`src/verilog/ocl_pkg.sv`:
```
// Purpose: Shared constants for the output channel leaf controller
// Assumes: One 100 MHz clock stands in for the distribution clock
// Notes:   Launch and idle encodings are the programmed field values
package ocl_pkg;
   localparam logic [1:0] OCL_LAUNCH_ASYNC   = 2'h0;
   localparam logic [1:0] OCL_LAUNCH_DYNAMIC = 2'h3;
   localparam logic [1:0] OCL_IDLE_FLOAT     = 2'h0;
   localparam logic [1:0] OCL_IDLE_ZERO      = 2'h2;
   localparam int         OCL_STEP_W         = 12;
   localparam int         OCL_DIV_W          = 12;
   localparam int         OCL_MIN_DYN_DIV    = 31;
   localparam logic       OCL_REPEAT_ON      = 1'b1;
   localparam logic       OCL_BUF_FOLLOW_ON  = 1'b1;
   localparam logic       OCL_CHAN_ON        = 1'b1;
   // Clock cycles a single slip holds the gate closed
   localparam int         OCL_SLIP_CYCLES    = 1;
   // Quiet cycles counted before the settle check; done sets after three quiet cycles
   localparam int         OCL_SETTLE_CYCLES  = 2;
endpackage

```
`src/verilog/ocl_leaf_ctrl.sv`:
```
// Purpose: Per-channel leaf controller: slip, align, pulse launch, mute
// Assumes: Broadcast events are one-cycle pulses synchronous to clock_i
// Notes:   Phase reset and power-up are outputs toward the divider
//
// Operation
// - Slip-accept set: act on slip requests
// - Repeat enable: slip after align or start
// - Align-accept set: reset divider phase on align
// - Align-accept toggle never disturbs divider state
// - Launch 00: free start, align rephases only
// - Launch 11: power up, rephase, power down
// - Follow off: buffer tracks channel enable
// - Follow on, launch 11: buffer powered from prep until stop
// - Idle 10 and enabled: force zero when idle
// - Idle 00: outputs float to common mode
// - Idle level seen only with buffer enabled
// - Repeat enable decides whether count applies
// - Repeat on: each slip repeats count times
// - Flag done when phase operations settle
// - Channel enable 0 disables the channel
`timescale 1ns/1ps
module ocl_leaf_ctrl
   import ocl_pkg::*;
#(
   parameter int STEP_W = OCL_STEP_W,
   parameter int DIV_W  = OCL_DIV_W
)
(
   // Clock and reset
   input  wire logic              clock_i,
   input  wire logic              arst_n_i,
   // Configuration
   input  wire logic              chan_en_i,
   input  wire logic              pair_en_i,
   input  wire logic              sleep_i,
   input  wire logic              slip_accept_i,
   input  wire logic              align_accept_i,
   input  wire logic [1:0]        launch_mode_i,
   input  wire logic              buf_follow_i,
   input  wire logic [1:0]        idle_level_i,
   input  wire logic              repeat_en_i,
   input  wire logic [STEP_W-1:0] repeat_count_i,
   input  wire logic [DIV_W-1:0]  divide_ratio_i,
   // Broadcast events
   input  wire logic              slip_req_i,
   input  wire logic              align_evt_i,
   input  wire logic              pulse_prep_i,
   input  wire logic              pulse_start_i,
   input  wire logic              pulse_stop_i,
   // Divider and buffer controls
   output logic                   div_power_o,
   output logic                   div_phase_reset_o,
   output logic                   clk_gate_o,
   output logic                   buf_enable_o,
   output logic                   force_zero_o,
   output logic                   idle_float_o,
   // Status
   output logic                   phase_done_o,
   output logic                   cfg_error_o
);
   typedef enum logic [1:0] {OCL_IDLE, OCL_ARMED, OCL_CHAIN} ocl_pulse_e;

   ocl_pulse_e        pstate_q;
   logic              active;
   logic              dyn_mode;
   logic              align_hit;
   logic              chain_start;
   logic              auto_slip_q;
   logic              slip_start;
   logic [STEP_W-1:0] slip_steps;
   logic              slip_gate;
   logic              slip_busy;
   logic [1:0]        settle_q;
   logic              pulsing;
   logic [STEP_W-1:0] run_q;
   logic [STEP_W-1:0] want_q;

   initial
   begin
      if (STEP_W != OCL_STEP_W || DIV_W != OCL_DIV_W)
         $error("step and divide widths must stay at 12");
   end

   assign active      = (chan_en_i == OCL_CHAN_ON) && pair_en_i && !sleep_i;
   assign dyn_mode    = (launch_mode_i == OCL_LAUNCH_DYNAMIC);
   // Accept only gates event sensitivity; divider state is not touched
   assign align_hit   = active && align_accept_i && align_evt_i;
   assign chain_start = active && dyn_mode && pulse_start_i && pstate_q == OCL_ARMED;
   assign pulsing     = (pstate_q == OCL_CHAIN);

   // Pulse chain sequencing in dynamic launch mode
   always_ff @(posedge clock_i or negedge arst_n_i)
   begin
      if (!arst_n_i)
         pstate_q <= OCL_IDLE;
      else if (!active || !dyn_mode)
         pstate_q <= OCL_IDLE;
      else
      begin
         case (pstate_q)
            OCL_IDLE:  if (pulse_prep_i) pstate_q <= OCL_ARMED;
            OCL_ARMED: if (pulse_start_i) pstate_q <= OCL_CHAIN;
            OCL_CHAIN: if (pulse_stop_i) pstate_q <= OCL_IDLE;
            default:   pstate_q <= OCL_IDLE;
         endcase
      end
   end

   // Divider power and phase reset
   always_ff @(posedge clock_i or negedge arst_n_i)
   begin
      if (!arst_n_i)
      begin
         div_power_o       <= 1'b0;
         div_phase_reset_o <= 1'b0;
      end
      else
      begin
         div_power_o       <= active && (!dyn_mode || pstate_q != OCL_IDLE);
         div_phase_reset_o <= align_hit || chain_start;
      end
   end

   // Automatic slip after an alignment or a chain start
   always_ff @(posedge clock_i or negedge arst_n_i)
   begin
      if (!arst_n_i)
         auto_slip_q <= 1'b0;
      else
         auto_slip_q <= (repeat_en_i == OCL_REPEAT_ON) && (align_hit || chain_start);
   end

   assign slip_start = active && ((slip_accept_i && slip_req_i) || auto_slip_q);
   assign slip_steps = (repeat_en_i == OCL_REPEAT_ON) ? repeat_count_i
                                                      : STEP_W'(OCL_SLIP_CYCLES);

   ocl_slip_counter #(
      .STEP_W (STEP_W)
   ) u_slip (
      .clock_i  (clock_i),
      .arst_n_i (arst_n_i),
      .start_i  (slip_start),
      .steps_i  (slip_steps),
      .gate_o   (slip_gate),
      .busy_o   (slip_busy)
   );

   always_ff @(posedge clock_i or negedge arst_n_i)
   begin
      if (!arst_n_i)
         clk_gate_o <= 1'b0;
      else
         clk_gate_o <= slip_gate;
   end

   // Output buffer enable and idle level
   always_ff @(posedge clock_i or negedge arst_n_i)
   begin
      if (!arst_n_i)
      begin
         buf_enable_o <= 1'b0;
         force_zero_o <= 1'b0;
         idle_float_o <= 1'b0;
      end
      else
      begin
         if (dyn_mode && buf_follow_i == OCL_BUF_FOLLOW_ON)
            buf_enable_o <= active && pstate_q != OCL_IDLE;
         else
            buf_enable_o <= chan_en_i == OCL_CHAN_ON;
         // Idle level only matters while the buffer is on
         force_zero_o <= buf_enable_o && chan_en_i && !pulsing
                         && idle_level_i == OCL_IDLE_ZERO;
         idle_float_o <= buf_enable_o && !pulsing
                         && idle_level_i == OCL_IDLE_FLOAT;
      end
   end

   // Phase settled once no slip or rephase has run for a short while
   always_ff @(posedge clock_i or negedge arst_n_i)
   begin
      if (!arst_n_i)
      begin
         settle_q     <= '0;
         phase_done_o <= 1'b0;
      end
      else if (slip_busy || slip_start || auto_slip_q || div_phase_reset_o)
      begin
         settle_q     <= '0;
         phase_done_o <= 1'b0;
      end
      else if (settle_q != 2'(OCL_SETTLE_CYCLES))
         settle_q <= settle_q + 2'h1;
      else
         phase_done_o <= 1'b1;
   end

   // Flags host misuse of settings the channel cannot serve
   always_ff @(posedge clock_i or negedge arst_n_i)
   begin
      if (!arst_n_i)
         cfg_error_o <= 1'b0;
      else
         cfg_error_o <= (dyn_mode && divide_ratio_i <= DIV_W'(OCL_MIN_DYN_DIV))
                        || (repeat_en_i && repeat_count_i == '0);
   end

   // Check helpers: length of each gate run and the step count it must match
   always_ff @(posedge clock_i or negedge arst_n_i)
   begin
      if (!arst_n_i)
      begin
         run_q  <= '0;
         want_q <= '0;
      end
      else
      begin
         run_q <= clk_gate_o ? run_q + STEP_W'(1) : '0;
         // Captured only when the counter really takes the start
         if (slip_start && !slip_busy && slip_steps != '0)
            want_q <= slip_steps;
      end
   end
endmodule // ocl_leaf_ctrl

```
`src/verilog/ocl_slip_counter.sv`:
```
// Purpose: Counts out the slip steps of one slip operation
// Assumes: Start is ignored while busy
// Notes:   Each step closes the clock gate for one cycle
`timescale 1ns/1ps
module ocl_slip_counter
   import ocl_pkg::*;
#(
   parameter int STEP_W = OCL_STEP_W
)
(
   // Clock and reset
   input  wire logic              clock_i,
   input  wire logic              arst_n_i,
   // Control
   input  wire logic              start_i,
   input  wire logic [STEP_W-1:0] steps_i,
   // Status
   output logic                   gate_o,
   output logic                   busy_o
);
   logic [STEP_W-1:0] left_q;

   initial
   begin
      if (STEP_W < 1)
         $error("STEP_W must be at least 1");
   end

   always_ff @(posedge clock_i or negedge arst_n_i)
   begin
      if (!arst_n_i)
      begin
         left_q <= '0;
         gate_o <= 1'b0;
         busy_o <= 1'b0;
      end
      else if (!busy_o)
      begin
         if (start_i && steps_i != '0)
         begin
            left_q <= steps_i - STEP_W'(1);
            gate_o <= 1'b1;
            busy_o <= 1'b1;
         end
         else
            gate_o <= 1'b0;
      end
      else if (left_q != '0)
      begin
         left_q <= left_q - STEP_W'(1);
         gate_o <= 1'b1;
      end
      else
      begin
         gate_o <= 1'b0;
         busy_o <= 1'b0;
      end
   end
endmodule // ocl_slip_counter
```
`config.mk`:
```
export PLATFORM = sky130hd
export DESIGN_NAME = ocl_leaf_ctrl
export DESIGN_NICKNAME = d
export VERILOG_FILES = /design/src/verilog/ocl_pkg.sv /design/src/verilog/ocl_leaf_ctrl.sv /design/src/verilog/ocl_slip_counter.sv
export SDC_FILE = /design/constraint.sdc
export NUM_CORES = 1
export LEC_CHECK = 0
export BUFFER_PORTS_ARGS = -buffer_cell sky130_fd_sc_hd__buf_2
export CAP_MARGIN = 20
export CORE_ASPECT_RATIO = 1.5
export CORE_MARGIN = 2
export CORE_UTILIZATION = 55
export DETAILED_ROUTE_END_ITERATION = 12
export PLACE_DENSITY = 0.85
export REMOVE_ABC_BUFFERS = 1
export SYNTH_ARGS = -nofsm -noshare
export SYNTH_HDL_FRONTEND = slang
export SYNTH_SLANG_ARGS = --single-unit
```
`constraint.sdc`:
```
create_clock -name clock_i -period 6.2 [get_ports clock_i]
set_input_delay 1.24 -clock clock_i [delete_from_list [all_inputs] [get_ports clock_i]]
set_output_delay 1.24 -clock clock_i [all_outputs]
set_load 0.1 [all_outputs]
```
==> results.txt, run 1 <==
placed inst area: 1880 um2
total congestion overflow: 0
Avg WL per Cell: 14.0 um
Max Cap Viol: 0
Root Buffer: clkbuf_8
H-tree depth: 1
VDD IR max: 0.248 mV
Synth Area in Simple Gates: 27.6%
count of input and output buffers: 44
Main synth FF type: dfrtp_1
Synth Area in Adders: 1.52%
Setup crit end kind: register
Hold Fails Final Rpt: 0
synthesized cell area: 1650 um2
largest family of logic cells by synthesized area: simple AND/OR/NAND/NOR gates
final wirelength: 3.63 mm
combinational share of power: 44.1%
DR DRC count: 0
global-route wire length before repair: 6.15 mm
WHS Endpoint: phase_done_o$_DFFE_PN0P_
First DRT Iteration DRCs: 30
HPWL after DPL: 2.76 mm
syn avg cell area: 9.33 um2
row cnt: 24
Setup TNS Final: 0 ns
Sequential Power Share: 37.2%
Worst Path Arrival: 3.19 ns
post-CTS setup repair buffer count: 0
GRT Overall Usage: 21.9%
Final GP Congestion: 0.892
Vert. Die Dim: 71.1 um
post-synthesis async set-or-reset flop share: 100%
vias in the first global route: 1394
Sink Count: 26
worst hold start: phase_done_o$_DFFE_PN0P_
crit path time final: 3.05 ns
fmax: 0.327 GHz
Tot Pwr: 0.741 mW
CTS Hold Buffers Added: 0
Worst Hold Path Cells: 2
setup violators final: 0
Worst R2R End: u_slip.left_q[8]$_DFFE_PN0P_
Clk pwr share: 18.6%
# diodes: 0
Die Wd: 48.7 um
internal cell power: 0.442 mW
Layout area overhead: 18.4%
multiplexer share of the synthesized area: 2.50%
Final Cell Area: 1960 um2
core area: 2880 um2
share of cells above drive strength 1: 29.1%
post-route insts no fill: 259
Worst Max-Slew Pin Slew: 0.637 ns
Nets: 265
DRT antenna net count: 0
Setup crit start kind: input pin
max-slew violations: 0
CTS resizes: 0
Initial Util: 57.3%
Cells after Synth: 177
clk_skew: 0.00654 ns
crit-path max FO: 11
pin count of the biggest net entering global routing: 29
outcome: complete, no violations
CTS tree: yes
compound-cell area share of the yosys netlist: 19.6%
Clock Path Buffers: 2
Detailed Routing Iterations Pass 1: 4
yosys warns: 0
final worst path period share: 49.3%
Vias/cell: 5.79
min-delay worst type: reg2reg
R2R setup slack: 3.40 ns
Net Sw Frac: 40.4%
initial antenna violation count: 0
flops & latches, synth: 26
vias post-DR: 1500
XOR/XNOR Fraction of Synth Area: 5.83%
io pins: 50
FF-to-FF path depth: 9
dpl cells: 255
critical path class: in2reg
Power Density: 379 nW/um2
Cell variety after synth: 52
Pleak: 0.880 nW
setup repair after global routing missed its margin: false
Net Switching: 0.300 mW
Clock transition at path regs: 0.09 ns
TritonCTS buffer count: 3
FF-to-FF Start: u_slip.busy_o$_DFF_PN0_
number of synthesized flops with an enable pin: 0
Slew headroom: 57.5%
Clk Latency, worst-skew pair: 0.27 ns
WP data required: 6.34 ns
post-synthesis sequential area ratio: 39.4%
DIE AREA: 3470 um2
Layout fillers: 254
## synth_stat cells, types with 4 or more instances
master   count  area share [%]
xor2_1       5             2.7
nor4_1       8             3.0
o21ai_0      7             2.1
inv_1        4            0.91
xnor2_1      6             3.2
nor2_1      22             5.0
dfrtp_1     26              39
a22oi_1      4             1.8
o21ai_1      4             1.2
nand2_1     15             3.4
nand3_1      6             1.8
a21oi_1     14             4.2
## critical path, stage by stage
cell and delay [ns]:
buf_2 0.17, and2b_1 0.29, a22oi_1 0.18, ha_1 0.23
inv_1 0.07, a21oi_1 0.42, and4_4 0.34, mux2i_1 0.19
a211oi_1 0.06
## metal layers
metal | vias up | global-route usage (%) | part of all wire, % | wire length, um
li1 | 740 | - | - | -
met1 | 701 | 29.3 | 43 | 1570
met2 | 55 | 36.7 | 51 | 1840
met3 | 4 | 1.48 | 4.7 | 171
met4 | 0 | 9.52 | 1.1 | 40
met5 | - | 0 | 0 | 0
## stage by stage
| stage | setup WS [ns] | hold WS [ns] | util [%] |
|---|---|---|---|
| CTS | 3.18 | 0.503 | 67.8 |
| global placement | 2.93 | 0.468 | 65.4 |
| detailed placement | 2.89 | 0.481 | 65.4 |
| floorplan | 3.42 | 0.482 | - |
| finish | 3.15 | 0.496 | 67.8 |
| global route | 2.95 | 0.545 | 67.8 |
## power by group through the flow
stage	Sequential, mW	Combinational [mW]	Clock (mW)
4_1_cts	0.274	0.327	0.141
2_1_floorplan	0.293	0.230	0
5_1_grt	0.282	0.364	0.149
3_5_place_dp	0.276	0.325	0
3_3_place_gp	0.275	0.317	0
6_report	0.276	0.327	0.138
## kinds of logic (layout without fill, tap and decap cells)
kind of cell             Yosys count  count (layout)
AO/OA/AOI/OAI                     45              45
XOR/XNOR                          11              11
adder cells (fa/ha/maj)            2               2
buffers and inverters             10              53
flip-flops                        26              26
multiplexers                       4               4
AND/OR/NAND/NOR                   79              79
## sequential cells by signal, summed over array words and instances, names as in the netlist
name and count:
cfg_error_o 1, pstate_q 2, buf_enable_o 1, auto_slip_q 1, div_phase_reset_o 1, u_slip.busy_o 1
clk_gate_o 1, idle_float_o 1, u_slip.left_q 12, settle_q 2, phase_done_o 1, force_zero_o 1
div_power_o 1
## layout make-up
cell class | instances | area (um2) | area share, %
Multi-Input combinational cell | 141 | 942 | 48.2
Timing Repair Buffer | 45 | 228 | 11.6
Clock buffer | 3 | 41.3 | 2.11
Sequential cell | 26 | 651 | 33.3
Clock inverter | 1 | 30.0 | 1.54
Tap cell | 39 | 48.8 | 2.50
Inverter | 4 | 15.0 | 0.768
## worst max path at each step
stage,cells after the start,startpoint,slack [ns],end
final,9,repeat_en_i,3.15,u_slip.left_q[8]$_DFFE_PN0P_
after global routing,9,repeat_en_i,2.95,u_slip.left_q[8]$_DFFE_PN0P_
after CTS,9,repeat_en_i,3.18,u_slip.left_q[8]$_DFFE_PN0P_
after detailed placement,9,repeat_en_i,2.89,u_slip.left_q[8]$_DFFE_PN0P_
after global placement,9,repeat_en_i,2.93,u_slip.left_q[8]$_DFFE_PN0P_
after floorplan,8,repeat_en_i,3.42,u_slip.left_q[8]$_DFFE_PN0P_
## layout by cell type (no fill, tap or decap), types with 2 or more instances in the layout
cell type	synthesis	routed
a21oi_1	14	14
a22oi_1	4	4
a31oi_1	2	2
buf_2	2	44
clkbuf_8	0	3
dfrtp_1	26	26
ha_1	2	2
inv_1	4	4
mux2i_1	3	3
nand2_1	15	15
nand3_1	6	6
nand3b_1	2	2
nor2_1	22	22
nor2_2	2	2
nor2b_1	2	2
nor3_1	3	3
nor3b_1	2	2
nor4_1	8	8
nor4b_1	2	2
o21ai_0	7	7
o21ai_1	4	4
o21ai_2	2	2
o2bb2ai_1	2	2
xnor2_1	6	6
xor2_1	5	5
Power figures use the tool's default switching activity.
==> inputs of run 2 (changes only) <==
- CORE_UTILIZATION: 55 -> 51
- PLACE_DENSITY: 0.85 -> 0.79
- clock period: 6.2 -> 3.2 ns (I/O delays scaled with it)
==> results.txt, run 2 (synthesized netlist as in run 1, its figures left out) <==
Setup Slack @ Placement: 0.455 ns (-2.44 ns)
Setup TNS Final: 0 ns (unchanged)
most frequent cells in the layout: 44 x buf_2, 26 x dfrtp_1, 22 x nor2_1, 15 x nand2_1, 14 x a21oi_1
number of flip-flops in the largest register: 12 (unchanged)
Initial Util: 52.8% (-4.5 points)
Vert. Die Dim: 73.7 um (+3.6%)
Avg WL per Cell: 14.2 um (+1.3%)
vias in the first global route: 1446 (+3.7%)
Nets: 266 (+0.38%)
final wirelength: 3.70 mm (+2.1%)
total congestion overflow: 0 (unchanged)
CP startpoint: u_slip.busy_o$_DFF_PN0_
post-CTS setup repair buffer count: 0 (unchanged)
Worst Max-Slew Pin Slew: 0.564 ns (-0.0728 ns)
clk_skew: 0.00305 ns (-0.00350 ns)
final worst path period share: 77.8%
Clk Latency, worst-skew pair: 0.27 ns (about the same)
VDD IR max: 0.464 mV (+87%)
setup violators final: 0 (unchanged)
critical path class: reg2reg
worst setup margin: 0.711 ns (-2.43 ns)
initial antenna violation count: 0 (unchanged)
setup repair after global routing missed its margin: false
Clock Path Buffers: 2 (unchanged)
CTS tree: yes
CTS Hold Buffers Added: 0 (unchanged)
Layout area overhead: 18.0%
Clock transition at path regs: 0.08 ns (about the same)
Pleak: 0.877 nW (-0.31%)
max-slew violations: 0 (unchanged)
HPWL after DPL: 2.94 mm (+6.3%)
Sink Count: 26 (unchanged)
TritonCTS buffer count: 3 (unchanged)
Power Density: 709 nW/um2 (+87%)
Worst Path Arrival: 2.63 ns (-0.56 ns)
commonest non-fill, non-tap cell in the layout: buf_2
Most flops, register: u_slip.left_q
crit-path max FO: 8 (-3)
core area: 3130 um2 (+8.5%)
Root Buffer: clkbuf_8
# diodes: 0 (unchanged)
Vias/cell: 5.78 (-0.17%)
CTS resizes: 0 (unchanged)
row cnt: 25 (+4.2%)
GRT Overall Usage: 21.7% (-0.20 points)
vias post-DR: 1509 (+0.60%)
FF-to-FF path depth: 8 (-1)
fmax: 0.402 GHz
Hold Fails Final Rpt: 0 (unchanged)
Setup crit start kind: register
crit path time final: 2.49 ns
largest registers: u_slip.left_q x12, pstate_q x2, settle_q x2
First DRT Iteration DRCs: 28 (-6.7%)
DRT antenna net count: 0 (unchanged)
Max Cap Viol: 0 (unchanged)
pin count of the biggest net entering global routing: 28 (-3.4%)
DIE AREA: 3720 um2 (+7.3%)
share of cells above drive strength 1: 29.4% (+0.32 points)
H-tree depth: 1 (unchanged)
WP data required: 3.34 ns (-3.00 ns)
Setup crit end kind: register
min-delay worst type: in2async
Die Wd: 50.5 um (+3.5%)
Detailed Routing Iterations Pass 1: 4 (unchanged)
count of input and output buffers: 44 (unchanged)
Layout fillers: 305 (+20%)
Slew headroom: 62.4% (+4.9 points)
outcome: complete, no violations
io pins: 50 (unchanged)
Final GP Congestion: 0.893 (about the same)
DR DRC count: 0 (unchanged)
FF-to-FF Start: u_slip.busy_o$_DFF_PN0_
global-route wire length before repair: 6.29 mm (+2.2%)
## run 2: cell count changes in the layout (fill, tap and decap cells not counted), sizes merged
cell    before  now
buf         45   46
bufinv       1    0
clkbuf       3    4
## run 2: layer usage
metal,vias to the layer above,GRT usage [%],part of all wire (%)
li1,738,-,-
met1,704,26.1,40
met2,56,39.5,51
met3,11,1.83,5.5
met4,0,9.01,3.2
met5,-,0,0
## run 2: critical path, stage by stage (launching register included)
cell and delay, ns:
dfrtp_1 0.52, and2b_1 0.33, a22oi_1 0.19, ha_1 0.24, inv_1 0.07, a21oi_1 0.41, and4_4 0.34, mux2i_1 0.20
a211oi_1 0.07
## run 2: layout make-up
| class | count | area [um2] | share of cell area [%] |
|---|---|---|---|
| multi-input cells | 141 | 942 | 48.4 |
| clock buffers | 4 | 55.1 | 2.83 |
| well taps | 40 | 50.0 | 2.57 |
| flip-flops and latches | 26 | 651 | 33.4 |
| repair buffers | 46 | 235 | 12.1 |
| inverters | 4 | 15.0 | 0.771 |
## run 2: where the power goes
| group | total (mW) | internal (mW) | switching, mW |
|---|---|---|---|
| combinational | 0.639 | 0.272 | 0.367 |
| clock | 0.208 | 0.110 | 0.0979 |
| sequential | 0.534 | 0.421 | 0.113 |
| total | 1.38 | 0.803 | 0.578 |
## run 2: path summary, 6_finish.rpt
path	endpoint	slack, ns
worst max-delay path	u_slip.left_q[8]$_DFFE_PN0P_	0.71
worst min-delay path	settle_q[0]$_DFFE_PN0P_	0.35
worst max register to register	u_slip.left_q[8]$_DFFE_PN0P_	0.71
worst min register to register	phase_done_o$_DFFE_PN0P_	0.49
max in group asynchronous	u_slip.left_q[1]$_DFFE_PN0P_	2.47
min in group clock_i	phase_done_o$_DFFE_PN0P_	0.49
## run 2: through the flow
| step | cell area [um2] | utilization, % | cells | total power, mW | hold slack [ns] |
|---|---|---|---|---|---|
| after CTS | 1950 | 62.3 | 261 | 1.39 | 0.372 |
| after floorplan | 1610 | - | 171 | 1.01 | 0.344 |
| after global routing | 1950 | 62.3 | 261 | 1.49 | 0.390 |
| after detailed placement | 1890 | 60.5 | 257 | 1.18 | 0.476 |
| final | 1950 | 62.3 | 261 | 1.38 | 0.352 |
| after global placement | 1890 | 60.5 | 257 | 1.16 | 0.470 |
==> inputs of run 3 (changes only) <==
- clock period: 3.2 -> 2.5 ns (I/O delays scaled with it)
==> results.txt, run 3 (synthesized netlist as in run 1, its figures left out) <==
Pleak: 0.902 nW (+2.8%)
DRT antenna net count: 0 (unchanged)
HPWL after DPL: 2.98 mm (+1.4%)
clk_skew: 0.00144 ns (-0.00161 ns)
io pins: 50 (unchanged)
CTS resizes: 0 (unchanged)
GRT Overall Usage: 21.3% (-0.39 points)
global-route wire length before repair: 6.02 mm (-4.3%)
setup repair after global routing missed its margin: false
Detailed Routing Iterations Pass 1: 4 (unchanged)
placed inst area: 1930 um2 (+2.0%)
crit-path max FO: 11 (+3)
total congestion overflow: 0 (unchanged)
Slew headroom: 62.7% (+0.31 points)
fmax: 0.438 GHz (+9.0%)
Setup crit end kind: register
Setup crit start kind: register
WP data required: 2.64 ns (-0.70 ns)
post-route insts no fill: 266 (+1.9%)
setup violators final: 0 (unchanged)
dpl cells: 262 (+1.9%)
Sink Count: 26 (unchanged)
First DRT Iteration DRCs: 22 (-21%)
post-CTS setup repair buffer count: 0 (unchanged)
Final Cell Area: 1990 um2 (+1.9%)
H-tree depth: 1 (unchanged)
Max Cap Viol: 0 (unchanged)
Nets: 271 (+1.9%)
Clock transition at path regs: 0.08 ns (about the same)
CTS Hold Buffers Added: 0 (unchanged)
share of cells above drive strength 1: 31.0% (+1.6 points)
row cnt: 25 (unchanged)
DR DRC count: 0 (unchanged)
Layout area overhead: 20.2%
final wirelength: 3.66 mm (-1.1%)
Layout fillers: 292 (-4.3%)
CP cell instances: and2b_1, a22oi_1, ha_1, inv_1, a21oi_1, and4_4, mux2i_1, a211oi_1
number of flip-flops in the largest register: 12 (unchanged)
commonest non-fill, non-tap cell in the layout: buf_2
Root Buffer: clkbuf_8
Vert. Die Dim: 73.7 um (unchanged)
vias in the first global route: 1391 (-3.8%)
Critical Path Max Stage Delay: 0.57 ns (+0.05 ns)
core area: 3130 um2 (unchanged)
largest registers: u_slip.left_q x12, pstate_q x2, settle_q x2
max-slew violations: 0 (unchanged)
Hold Fails Final Rpt: 0 (unchanged)
area occupied by multi-input gates: 942 um2 (unchanged)
most frequent cells in the layout: 44 x buf_2, 26 x dfrtp_1, 22 x nor2_1, 15 x nand2_1, 14 x a21oi_1
Power Density: 901 nW/um2 (+27%)
crit path time final: 2.28 ns (-0.205 ns)
Avg WL per Cell: 13.8 um (-2.9%)
CTS tree: yes
Vias/cell: 5.68 (-1.7%)
Most flops, register: u_slip.left_q
TritonCTS buffer count: 3 (unchanged)
Worst Path Arrival: 2.42 ns (-0.21 ns)
outcome: complete, no violations
min-delay worst type: in2async
final worst path period share: 91.3% (+14 points)
Clock Path Buffers: 2 (unchanged)
initial antenna violation count: 0 (unchanged)
Worst Max-Slew Pin Slew: 0.560 ns (-0.00471 ns)
FF+latch area: 651 um2 (unchanged)
critical path class: reg2reg
Final Util: 63.5% (+1.2 points)
vias post-DR: 1512 (+0.20%)
DIE AREA: 3720 um2 (unchanged)
pin count of the biggest net entering global routing: 27 (-3.6%)
Initial Util: 52.8% (unchanged)
# diodes: 0 (unchanged)
slowest stage cell on the critical path: dfrtp_1
count of input and output buffers: 44 (unchanged)
VDD IR max: 0.502 mV (+8.3%)
Final GP Congestion: 0.877 (-1.8%)
Clk Latency, worst-skew pair: 0.26 ns (about the same)
Die Wd: 50.5 um (unchanged)
==> run 3: final timing paths <==
kind                                          start                      endpoint  slack [ns]  depth (start not counted)
setup / recovery            u_slip.busy_o$_DFF_PN0_  u_slip.left_q[8]$_DFFE_PN0P_        0.22                          8
hold / removal                             arst_n_i      phase_done_o$_DFFE_PN0P_        0.21                          1
setup reg to reg            u_slip.busy_o$_DFF_PN0_  u_slip.left_q[8]$_DFFE_PN0P_        0.22                          8
hold reg to reg            phase_done_o$_DFFE_PN0P_      phase_done_o$_DFFE_PN0P_        0.50                          2
max in group asynchronous                  arst_n_i         cfg_error_o$_DFF_PN0_        1.91                          1
min in group clock_i                idle_level_i[1]        idle_float_o$_DFF_PN0_        0.40                          2
==> run 3: cell type report <==
| cell class | count | area share [%] |
|---|---|---|
| clock buffer | 4 | 2.77 |
| inverter | 4 | 0.756 |
| multi-input combinational | 141 | 47.4 |
| sequential | 26 | 32.8 |
| tap | 40 | 2.52 |
| timing repair buffer | 51 | 13.7 |
==> run 3: worst max-delay path, delay by kind of cell (launching register included) <==
family | cells | cell delay (ns)
AO/OA/AOI/OAI | 3 | 0.53
adder cells (fa/ha/maj) | 1 | 0.23
buffers and inverters | 1 | 0.07
flip-flops | 1 | 0.57
multiplexers | 1 | 0.19
AND/OR/NAND/NOR | 2 | 0.55
==> run 3: per-stage QoR <==
step	worst slack, ns	total power, mW	hold slack [ns]	setup TNS [ns]
after CTS	0.222	1.81	0.228	0
after global routing	0.0369	1.94	0.248	0
after floorplan	-0.00682	1.30	0.204	-0.00682
after global placement	0.238	1.52	0.470	0
after detailed placement	0.185	1.54	0.490	0
final	0.216	1.79	0.215	0
==> run 3: power breakdown <==
part	switching [mW]	total [mW]	internal, mW
sequential	0.150	0.689	0.538
clock	0.120	0.261	0.141
combinational	0.466	0.840	0.374
==> run 3: layer usage <==
layer	GRT usage, %	vias to the layer above	share of wire, %
li1	-	753	-
met1	23.7	705	40
met2	40.1	47	53
met3	2.64	7	4.6
met4	9.31	0	2.2
met5	0	-	0
